`src/pkg/serial_status_pkg.sv`:
```
// Constants for the serial channel status block: register map, field
// positions and reset values. Assumes 32-bit word-aligned AHB-Lite access.
package serial_status_pkg;

   // Byte offsets of the word registers
   localparam logic [7:0] STATUS_OFS = 8'h00;
   localparam logic [7:0] CONTROL_OFS = 8'h04;
   localparam logic [7:0] RX_HOLD_OFS = 8'h08;
   localparam logic [7:0] TX_HOLD_OFS = 8'h0c;

   // Status register fields
   localparam int TX_EMPTY_BIT = 7;
   localparam int RX_FULL_BIT = 6;
   localparam int OVERRUN_BIT = 5;
   localparam int FRAMING_BIT = 4;
   localparam int PARITY_BIT = 3;
   localparam int TX_DONE_BIT = 2;
   localparam int RX_STATION_BIT = 1;
   localparam int TX_STATION_BIT = 0;

   // Flags cleared by a read of 1 followed by a write of 0
   localparam logic [7:0] ARMED_MASK = 8'hf8;
   localparam logic [7:0] STATUS_RESET = 8'h84;

   // Control register fields
   localparam int RX_ON_BIT = 0;
   localparam int TX_ON_BIT = 1;
   localparam int SYNC_BIT = 2;
   localparam int MP_BIT = 3;
   localparam int PAR_ON_BIT = 4;
   localparam int PAR_ODD_BIT = 5;
   localparam int TWO_STOP_BIT = 6;
   localparam int SEVEN_BIT = 7;
   localparam logic [7:0] CONTROL_RESET = 8'h00;

   localparam logic [7:0] HOLD_RESET = 8'h00;
   localparam logic [7:0] TX_HOLD_RESET = 8'hff;

   // AHB-Lite encodings
   localparam logic [1:0] HTRANS_NONSEQ = 2'h2;
   localparam logic HRESP_OKAY = 1'h0;

endpackage : serial_status_pkg

```
`src/hw/rx_frame_check.sv`:
```
// Checks one received asynchronous character for framing and parity faults.
// Assumes the receive shifter presents the character for one cycle.
`timescale 1ns/1ns
module rx_frame_check import serial_status_pkg::*; (
   input wire logic frame_done,
   input wire logic async_mode,
   input wire logic parity_on,
   input wire logic parity_odd,
   input wire logic char_seven,
   input wire logic [7:0] char_data,
   input wire logic char_parity,
   input wire logic stop_first,
   output logic framing_fault,
   output logic parity_fault
);

   logic [7:0] data_used;
   logic ones_odd;
   logic check_on;

   // Seven-bit characters leave the top bit out of the count
   assign data_used = char_seven ? {1'b0, char_data[6:0]} : char_data;
   assign ones_odd = ^{data_used, char_parity};
   assign check_on = frame_done & async_mode;

   // Only the first stop bit is looked at; a second one is never checked
   assign framing_fault = check_on & ~stop_first;
   assign parity_fault = check_on & parity_on & (ones_odd != parity_odd);

endmodule : rx_frame_check

```
`src/hw/serial_status.sv`:
```
// Status and holding registers of the serial channel with an AHB-Lite slave.
// Assumes the line-side shifters and the DMA controller run on clk_sys and
// signal their events as one-cycle pulses.
//
// The register offsets and register access over AHB-Lite were chosen for this implementation.
`timescale 1ns/1ns
module serial_status import serial_status_pkg::*; (
   input wire logic clk_sys,
   input wire logic resetn,
   // AHB-Lite slave
   input wire logic hsel,
   input wire logic [31:0] haddr,
   input wire logic [1:0] htrans,
   input wire logic hwrite,
   input wire logic [2:0] hsize,
   input wire logic [31:0] hwdata,
   input wire logic hready,
   output logic hreadyout,
   output logic hresp,
   output logic [31:0] hrdata,
   // Power control
   input wire logic standby,
   // Receive shifter
   input wire logic rx_frame_done,
   input wire logic [7:0] rx_frame_data,
   input wire logic rx_frame_parity,
   input wire logic rx_stop_first,
   input wire logic rx_frame_station,
   output logic rx_run,
   output logic [7:0] rx_holding_data,
   // Transmit shifter
   input wire logic tx_load,
   input wire logic tx_last_bit,
   output logic tx_run,
   output logic tx_station_bit,
   output logic [7:0] tx_holding_data,
   // DMA controller
   input wire logic dma_rx_read,
   input wire logic dma_tx_write,
   input wire logic [7:0] dma_tx_data,
   // Frame format for the shifters
   output logic sync_mode,
   output logic mp_format,
   output logic parity_on,
   output logic parity_odd,
   output logic two_stop,
   output logic char_seven
);

   // Bus pipeline
   logic wr_phase_q;
   logic rd_phase_q;
   logic [7:0] addr_q;
   logic take;

   // Registers
   logic [7:0] control_q;
   logic [7:0] rx_hold_q;
   logic [7:0] tx_hold_q;
   logic [7:0] armed_q;
   logic tx_empty_q;
   logic rx_full_q;
   logic overrun_q;
   logic framing_q;
   logic parity_q;
   logic tx_done_q;
   logic rx_station_q;
   logic tx_station_q;

   logic [7:0] status;
   logic [7:0] armed_d;
   logic [7:0] sw_clear;
   logic [7:0] rd_value;
   logic wr_status;
   logic wr_control;
   logic wr_tx_hold;
   logic rd_status;
   logic halted;
   logic rx_accept;
   logic rx_lost;
   logic rx_store;
   logic frame_fault;
   logic par_fault;
   logic rx_good;
   logic async_mode;
   logic tx_off_edge;

   logic tx_empty_d;
   logic rx_full_d;
   logic overrun_d;
   logic framing_d;
   logic parity_d;
   logic tx_done_d;
   logic rx_station_d;
   logic tx_station_d;
   logic [7:0] rx_hold_d;
   logic [7:0] tx_hold_d;
   logic [7:0] control_d;

   // ---------------- AHB-Lite address and data phase ----------------
   assign take = hsel & hready & (htrans == HTRANS_NONSEQ | htrans == 2'h3);

   always_ff @(posedge clk_sys or negedge resetn) begin
      if (!resetn) begin
         wr_phase_q <= 1'b0;
         rd_phase_q <= 1'b0;
         addr_q <= 8'h00;
      end else begin
         wr_phase_q <= take & hwrite;
         rd_phase_q <= take & ~hwrite;
         if (take) begin
            addr_q <= haddr[7:0];
         end
      end
   end

   // Zero wait states, always OKAY
   assign hreadyout = 1'b1;
   assign hresp = HRESP_OKAY;

   assign wr_status = wr_phase_q & (addr_q == STATUS_OFS);
   assign wr_control = wr_phase_q & (addr_q == CONTROL_OFS);
   assign wr_tx_hold = wr_phase_q & (addr_q == TX_HOLD_OFS);
   assign rd_status = rd_phase_q & (addr_q == STATUS_OFS);

   // Bit order of the status word
   assign status = {tx_empty_q, rx_full_q, overrun_q, framing_q,
                    parity_q, tx_done_q, rx_station_q, tx_station_q};

   // Read mux; unmapped offsets read as zero
   assign rd_value = (addr_q == STATUS_OFS) ? status :
                     (addr_q == CONTROL_OFS) ? control_q :
                     (addr_q == RX_HOLD_OFS) ? rx_hold_q :
                     (addr_q == TX_HOLD_OFS) ? tx_hold_q : 8'h00;
   assign hrdata = rd_phase_q ? {24'h000000, rd_value} : 32'h00000000;

   // ---------------- Read-then-write-zero clearing ----------------
   // Each clearable flag remembers that software has seen it at 1
   genvar gi;
   generate
      for (gi = 0; gi < 8; gi++) begin : g_arm
         if (ARMED_MASK[gi]) begin : g_on
            assign sw_clear[gi] = wr_status & armed_q[gi] & ~hwdata[gi];
            assign armed_d[gi] = standby ? 1'b0 :
                                 sw_clear[gi] ? 1'b0 :
                                 (rd_status & status[gi]) ? 1'b1 :
                                 (armed_q[gi] & status[gi]);
         end else begin : g_off
            assign sw_clear[gi] = 1'b0;
            assign armed_d[gi] = 1'b0;
         end
      end
   endgenerate

   // ---------------- Control register ----------------
   assign control_d = standby ? CONTROL_RESET :
                      wr_control ? hwdata[7:0] : control_q;
   assign async_mode = ~control_q[SYNC_BIT];
   assign sync_mode = control_q[SYNC_BIT];
   assign mp_format = control_q[MP_BIT];
   assign parity_on = control_q[PAR_ON_BIT];
   assign parity_odd = control_q[PAR_ODD_BIT];
   assign two_stop = control_q[TWO_STOP_BIT];
   assign char_seven = control_q[SEVEN_BIT];
   assign tx_off_edge = control_q[TX_ON_BIT] & ~control_d[TX_ON_BIT];

   // ---------------- Receive side ----------------
   rx_frame_check u_check (
      .frame_done(rx_frame_done),
      .async_mode(async_mode),
      .parity_on(control_q[PAR_ON_BIT]),
      .parity_odd(control_q[PAR_ODD_BIT]),
      .char_seven(control_q[SEVEN_BIT]),
      .char_data(rx_frame_data),
      .char_parity(rx_frame_parity),
      .stop_first(rx_stop_first),
      .framing_fault(frame_fault),
      .parity_fault(par_fault)
   );

   // Any receive fault stops the receiver; sync mode also stops the sender
   assign halted = overrun_q | framing_q | parity_q;
   assign rx_run = control_q[RX_ON_BIT] & ~halted;
   assign tx_run = control_q[TX_ON_BIT] & ~(sync_mode & halted);

   assign rx_accept = rx_frame_done & rx_run;
   // A character arriving while the holding register is still full is lost
   assign rx_lost = rx_accept & rx_full_q;
   assign rx_store = rx_accept & ~rx_full_q;
   assign rx_good = rx_store & ~frame_fault & ~par_fault;

   // Faulty characters still land in the holding register
   assign rx_hold_d = standby ? HOLD_RESET :
                      rx_store ? rx_frame_data : rx_hold_q;

   // Fault flags: hardware set wins over a software clear; receiver-off
   // has no term here, so the flags keep their value
   assign framing_d = standby ? 1'b0 :
                      (rx_store & frame_fault) ? 1'b1 :
                      sw_clear[FRAMING_BIT] ? 1'b0 : framing_q;
   assign parity_d = standby ? 1'b0 :
                     (rx_store & par_fault) ? 1'b1 :
                     sw_clear[PARITY_BIT] ? 1'b0 : parity_q;
   assign overrun_d = standby ? 1'b0 :
                      rx_lost ? 1'b1 :
                      sw_clear[OVERRUN_BIT] ? 1'b0 : overrun_q;

   // Full is set only by a clean character
   assign rx_full_d = standby ? 1'b0 :
                      rx_good ? 1'b1 :
                      (sw_clear[RX_FULL_BIT] | dma_rx_read) ? 1'b0 :
                      rx_full_q;

   // Station bit follows stored async multiprocessor characters only
   assign rx_station_d = standby ? 1'b0 :
                         (rx_store & async_mode & mp_format) ? rx_frame_station :
                         rx_station_q;

   // ---------------- Transmit side ----------------
   // Holding register written by software or by the DMA controller
   assign tx_hold_d = standby ? TX_HOLD_RESET :
                      dma_tx_write ? dma_tx_data :
                      wr_tx_hold ? hwdata[7:0] : tx_hold_q;

   // Empty sets when the shifter takes the character or the sender is switched off
   assign tx_empty_d = standby ? 1'b1 :
                       (tx_load | tx_off_edge) ? 1'b1 :
                       (sw_clear[TX_EMPTY_BIT] | dma_tx_write) ? 1'b0 :
                       tx_empty_q;

   // Done clears with a software clear of Empty or a DMA write; its set terms win over clears
   assign tx_done_d = standby ? 1'b1 :
                      (tx_off_edge | (tx_last_bit & tx_empty_q)) ? 1'b1 :
                      (sw_clear[TX_EMPTY_BIT] | dma_tx_write) ? 1'b0 :
                      tx_done_q;

   // Software-written station bit for outgoing characters
   assign tx_station_d = standby ? 1'b0 :
                         wr_status ? hwdata[TX_STATION_BIT] : tx_station_q;

   // Appended only while an async multiprocessor character is going out
   assign tx_station_bit = tx_station_q & async_mode & mp_format &
                           ~tx_done_q & control_q[TX_ON_BIT];

   assign rx_holding_data = rx_hold_q;
   assign tx_holding_data = tx_hold_q;

   // ---------------- State registers ----------------
   always_ff @(posedge clk_sys or negedge resetn) begin
      if (!resetn) begin
         control_q <= CONTROL_RESET;
         rx_hold_q <= HOLD_RESET;
         tx_hold_q <= TX_HOLD_RESET;
         armed_q <= 8'h00;
      end else begin
         control_q <= control_d;
         rx_hold_q <= rx_hold_d;
         tx_hold_q <= tx_hold_d;
         armed_q <= armed_d;
      end
   end

   always_ff @(posedge clk_sys or negedge resetn) begin
      if (!resetn) begin
         tx_empty_q <= STATUS_RESET[TX_EMPTY_BIT];
         rx_full_q <= STATUS_RESET[RX_FULL_BIT];
         overrun_q <= STATUS_RESET[OVERRUN_BIT];
         framing_q <= STATUS_RESET[FRAMING_BIT];
         parity_q <= STATUS_RESET[PARITY_BIT];
      end else begin
         tx_empty_q <= tx_empty_d;
         rx_full_q <= rx_full_d;
         overrun_q <= overrun_d;
         framing_q <= framing_d;
         parity_q <= parity_d;
      end
   end

   always_ff @(posedge clk_sys or negedge resetn) begin
      if (!resetn) begin
         tx_done_q <= STATUS_RESET[TX_DONE_BIT];
         rx_station_q <= STATUS_RESET[RX_STATION_BIT];
         tx_station_q <= STATUS_RESET[TX_STATION_BIT];
      end else begin
         tx_done_q <= tx_done_d;
         rx_station_q <= rx_station_d;
         tx_station_q <= tx_station_d;
      end
   end

endmodule : serial_status

```
`config.mk`:
```
export PLATFORM = sky130hd
export DESIGN_NAME = serial_status
export DESIGN_NICKNAME = d
export VERILOG_FILES = /design/src/pkg/serial_status_pkg.sv /design/src/hw/rx_frame_check.sv /design/src/hw/serial_status.sv
export SDC_FILE = /design/constraint.sdc
export NUM_CORES = 1
export LEC_CHECK = 0
export BUFFER_PORTS_ARGS = -buffer_cell sky130_fd_sc_hd__buf_2
export CORE_MARGIN = 1
export CORE_UTILIZATION = 45
export CTS_CLUSTER_SIZE = 28
export DETAILED_ROUTE_END_ITERATION = 6
export GPL_ROUTABILITY_DRIVEN = 1
export PLACE_DENSITY_LB_ADDON = 0.3
export SETUP_SLACK_MARGIN = 0.1
export SLEW_MARGIN = 20
export SYNTH_ARGS = -nofsm -noshare
export SYNTH_HDL_FRONTEND = slang
export SYNTH_HIERARCHICAL = 1
export SYNTH_SLANG_ARGS = --single-unit
```
`constraint.sdc`:
```
create_clock -name clk_sys -period 2.5 [get_ports clk_sys]
set_clock_uncertainty 0.15 [all_clocks]
set_input_delay 0 -clock clk_sys [delete_from_list [all_inputs] [get_ports clk_sys]]
set_output_delay 0 -clock clk_sys [all_outputs]
set_load 0.01 [all_outputs]
```
# Word-level counts from Yosys, hierarchy flattened
# Index checks and enable logic that the tools add are counted.
# word_totals
in_bits	99
regBits	47
word_cells	156
output_inout_bits	59
# op_classes
reduce_logical	13
bitwise	72
eq_ne	6
n_mux	49
# ops
operator	count
$mux 8	13
$and 1x1->1	50
$mux 1	36
$reduce_bool 3->1	7
$eq 8x4->1 const B	2
$not 1->1	15
$reduce_xor 9->1	1
$eq 8x3->1 const B	1
$logic_not 8->1	1
$reduce_bool 2->1	4
$or 1x1->1	7
$eq 2x2->1 const B	2
$ne 1x1->1	1

# Depth between registers and ports, before layout
# depth
ltp_word	10
mapped_depth	6
mapped_depth_nobuf	6

# Cells and area by module
# Netlist, hierarchy kept.
# modules_own_cells
mod	cells_per_inst	instances	seq_area_each_um2	area_each_um2
serial_status	273	1	1188.6	2715.1
rx_frame_check	13	1	0.0	106.4

# Worst setup path before layout
# Ideal clock, no wire load.
# synth_path
path_kind	reg2reg
startpoint	register addr_q[7]
endpoint	register control_q[0]
setup_ns	0.140
period_less_slack_ns	1.854
slack_ns	0.646
path_stages_with_launch	6
t_required_ns	2.210
n_path_buf	2
arrival_time_ns	1.565
path_cell_list	dfrtp_1 or4_1 buf_2 buf_6 o311ai_0 o41ai_1
# synth_via
elab_chain_cells	3
# synth_lines
element	line	source
start, declared	serial_status.sv:53	logic [7:0] addr_q;
start signal, assigned	serial_status.sv:112	addr_q <= haddr[7:0];
$eq 8x3->1	serial_status.sv:122	assign wr_control = wr_phase_q & (addr_q == CONTROL_OFS);
$and 1x1->1	serial_status.sv:122	
$reduce_bool 2->1 (no source line)	--	
end signal, assigned	serial_status.sv:256	control_q <= control_d;
end, declared	serial_status.sv:57	logic [7:0] control_q;
# No other way between the ends.
# A chain may end at the register's enable or synchronous reset.

# Final worst setup path
# layout_path
startpoint	register addr_q[7]
endpoint	output hrdata[7]
# layout_via
elab_chain_cells	6
word_cells_on_any_way	9
cone_classes	3 x eq/ne; 5 x mux; 1 x reduce/logical
# layout_lines
element	line	source
$eq 8x4->1	serial_status.sv:134	(addr_q == TX_HOLD_OFS) ? tx_hold_q : 8'h00;
$mux 8	serial_status.sv:134	
$mux 8	serial_status.sv:133	(addr_q == RX_HOLD_OFS) ? rx_hold_q :
$mux 8	serial_status.sv:132	(addr_q == CONTROL_OFS) ? control_q :
$mux 8 *	serial_status.sv:131	assign rd_value = (addr_q == STATUS_OFS) ? status :
$mux 8 *	serial_status.sv:135	assign hrdata = rd_phase_q ? {24'h000000, rd_value} : 32'h00000000;
end, declared	serial_status.sv:20	output logic [31:0] hrdata,
# Every way passes the cells marked *; elsewhere a longest branch is shown, timed or not.

==> results.yml <==
run_status:
  run_status: "finished clean"
detailed_routing:
  drt_iter0_markers: 229
  vias_per_cell: 5.62
  wl_per_cell_um: 16.6
  drc: 0
  ant_nets: 0
  wl_um: 7960
  vias: 2693
  first_pass_iters: 4
sta:
  tns_ns: 0
  relSlewSlack: 0.586
  slew_violations: 0
  timing.hold.ws_ns: 0.0808
  max_slew.worst_pin.slew_ns: 0.620
  final.period_utilization: 0.909
  finalCriticalPeriod_ns: 2.27
  max_freq_mhz: 440
  finalHoldViolCount: 0
  rsz0062_at_grt: "false"
  finalSetupViolCount: 0
cts:
  clkLatencyLatePin_ns: 0.30
  cts_made_buffers: 5
  path_clk_slew_ns: 0.09
  clkSinkCount: 47
  cts-root-buf: "clkbuf_8"
  htreeDepth: 2
  cts_tree: "yes"
  clock_path_buffers: 2
yosys:
  yosysTopAreaCellShare: 0.328
  synth_enable_flop_cells: 0
  ys_seq_elements: 47
  yosys_warnings: 6
  synth_common_cells: "dfrtp_1, buf_4, a21oi_1"
  synthCells: 286
  synth_area_per_cell_um2: 9.87
  synth_cell_types: 50
  synth.most_common_cell: "dfrtp_1"
  synth_area_mm2: 0.00282
  synth_area_leaders: "dfrtp_1, dfstp_2, buf_4"
  ys_seq_area_frac: 0.421
  ys_async_sr_fraction: 1.00
  yosysTopAreaCell: "dfrtp_1"
  synth_ff_type: "dfrtp_1"
power:
  peakVddDrop_mv: 0.400
  p_per_area_mw_per_mm2: 489
  power.static_leakage_nw: 1.70
critical_path:
  critPathCaptureType: "output pin"
  cpPeakStageDelay_ns: 0.62
  cp_slowest_cell: "or4_4"
  crit_chain: "or4_4 > buf_4 > nor4_1 > nor3_1 > buf_2"
  rr_worst_depth: 5
  worstSetupPathType: "flip-flop to output pin"
  crit_path_max_fanout: 16
  worstPathRequired_ns: 2.35
  arrival_ns: 2.12
  cp-start-kind: "flip-flop"
final_layout:
  drive_gt1_frac: 0.339
  diodes: 0
  nNetsFinal: 502
  n_fill_cell: 510
  syn_to_final_growth_pct: 32.6
min_path:
  whs_path_depth: 3
  hp-class: "input pin to flip-flop"
die:
  ios: 158
  rows: 28
  die_area_mm2: 0.00659
  die_h_um: 81.2
  fp.dieW_um: 81.2
  initial_core_util: 0.471
  design.core.area_mm2: 0.00599
global_route:
  grt_pass1_vias: 2540
  grt_antenna_before_repair: 0
  track_usage: 0.250
  grt_max_degree: 48
  grt_pass1_wl_um: 12500
  grt_overflow_total: 0
placement:
  io_buffer_count: 79
  routabilityCongestion: 0.911
  dpl.hpwl_um: 5560
flow_run:
  max_cap_viol_count: 0
## sequential cells by signal, indices dropped and copies added, names as in the netlist
signal           flops
addr_q               8
control_q            8
rx_holding_data      8
tx_holding_data      8
armed_q              5
framing_q            1
overrun_q            1
parity_q             1
rd_phase_q           1
rx_full_q            1
rx_station_q         1
tx_done_q            1
tx_empty_q           1
tx_station_q         1
wr_phase_q           1
## area by class of cell
cell class	count	area, µm²	share of cell area
Clock inverter	2	35.0	0.00936
Inverter	9	33.8	0.00903
Timing Repair Buffer	130	888	0.237
Clock buffer	6	82.6	0.0221
Tap cell	75	93.8	0.0251
Multi-Input combinational cell	210	1420	0.379
Sequential cell	47	1190	0.318
## what timing repair did
item	4_1_cts	5_1_grt
gates resized for setup	0	2
buffers inserted	0	0
endpoints found under the setup margin	0	7
hold endpoints to repair	79	0
hold buffers	43	0
## cells in the final DEF, fill, tap and decap left out, drive strengths merged, types with 2 or more instances in the layout
cell type / n
o21ai: 8
o31ai: 9
dfstp: 10
o221a: 8
xnor2: 6
o311ai: 4
nor3: 11
o211a: 2
nor2b: 8
mux2: 16
dlygate4sd3: 43
dfrtp: 37
clkbuf: 6
o22ai: 8
or4: 2
nor4: 12
nand2b: 13
nor2: 9
a32o: 2
nor3b: 3
inv: 9
buf: 87
conb: 26
nand3: 11
o41ai: 3
nand4: 11
a31oi: 2
nand2: 6
a21oi: 17
## per-layer routing
| metal | track usage | up-vias | routed length, µm | share of wire |
|---|---|---|---|---|
| li1 | - | 1255 | - | - |
| met1 | 0.329 | 1296 | 3330 | 0.42 |
| met2 | 0.434 | 129 | 3990 | 0.50 |
| met3 | 0.0337 | 13 | 544 | 0.068 |
| met4 | 0.0607 | 0 | 99 | 0.012 |
| met5 | 0 | - | 0 | 0 |
## metrics by stage
step	instances	total power [mW]	worst slack [ns]	cell area, µm²	util
after global placement	428	1.19	0.394	3180	0.532
final	479	1.83	0.229	3740	0.625
after global routing	479	1.90	0.126	3740	0.625
after floorplan	310	1.11	0.646	2910	-
after CTS	479	1.82	0.115	3730	0.623
after detailed placement	428	1.20	0.391	3180	0.532
## logic make-up after synthesis
| kind of cell | synth area share |
|---|---|
| other | 0.00266 |
| XOR/XNOR | 0.0297 |
| multiplexers | 0.0639 |
| AO/OA/AOI/OAI | 0.179 |
| AND/OR/NAND/NOR | 0.194 |
| flip-flops | 0.421 |
| buffers and inverters | 0.110 |
## path summary, 6_finish.rpt
path	start	endpoint	slack, ns
setup / recovery	addr_q[7]	hrdata[7]	0.23
max in group asynchronous	resetn	control_q[4]	1.66
hold reg to reg	armed_q[4]	armed_q[4]	0.38
hold / removal	hready	wr_phase_q	0.08
min in group asynchronous	resetn	armed_q[5]	0.15
setup reg to reg	overrun_q	rx_holding_data[5]	0.25
## worst max-delay path: cells and delay by family (launching register included)
| family | cells | cell delay [ns] |
|---|---|---|
| and+or+nand+nor | 3 | 1.03 |
| DFF | 1 | 0.41 |
| buffers and inverters | 2 | 0.38 |
## power breakdown
group          switching (mW)  internal, mW
Combinational           0.216         0.180
Clock                   0.260         0.324
Sequential             0.0469         0.802
Power figures use the tool's default switching activity.
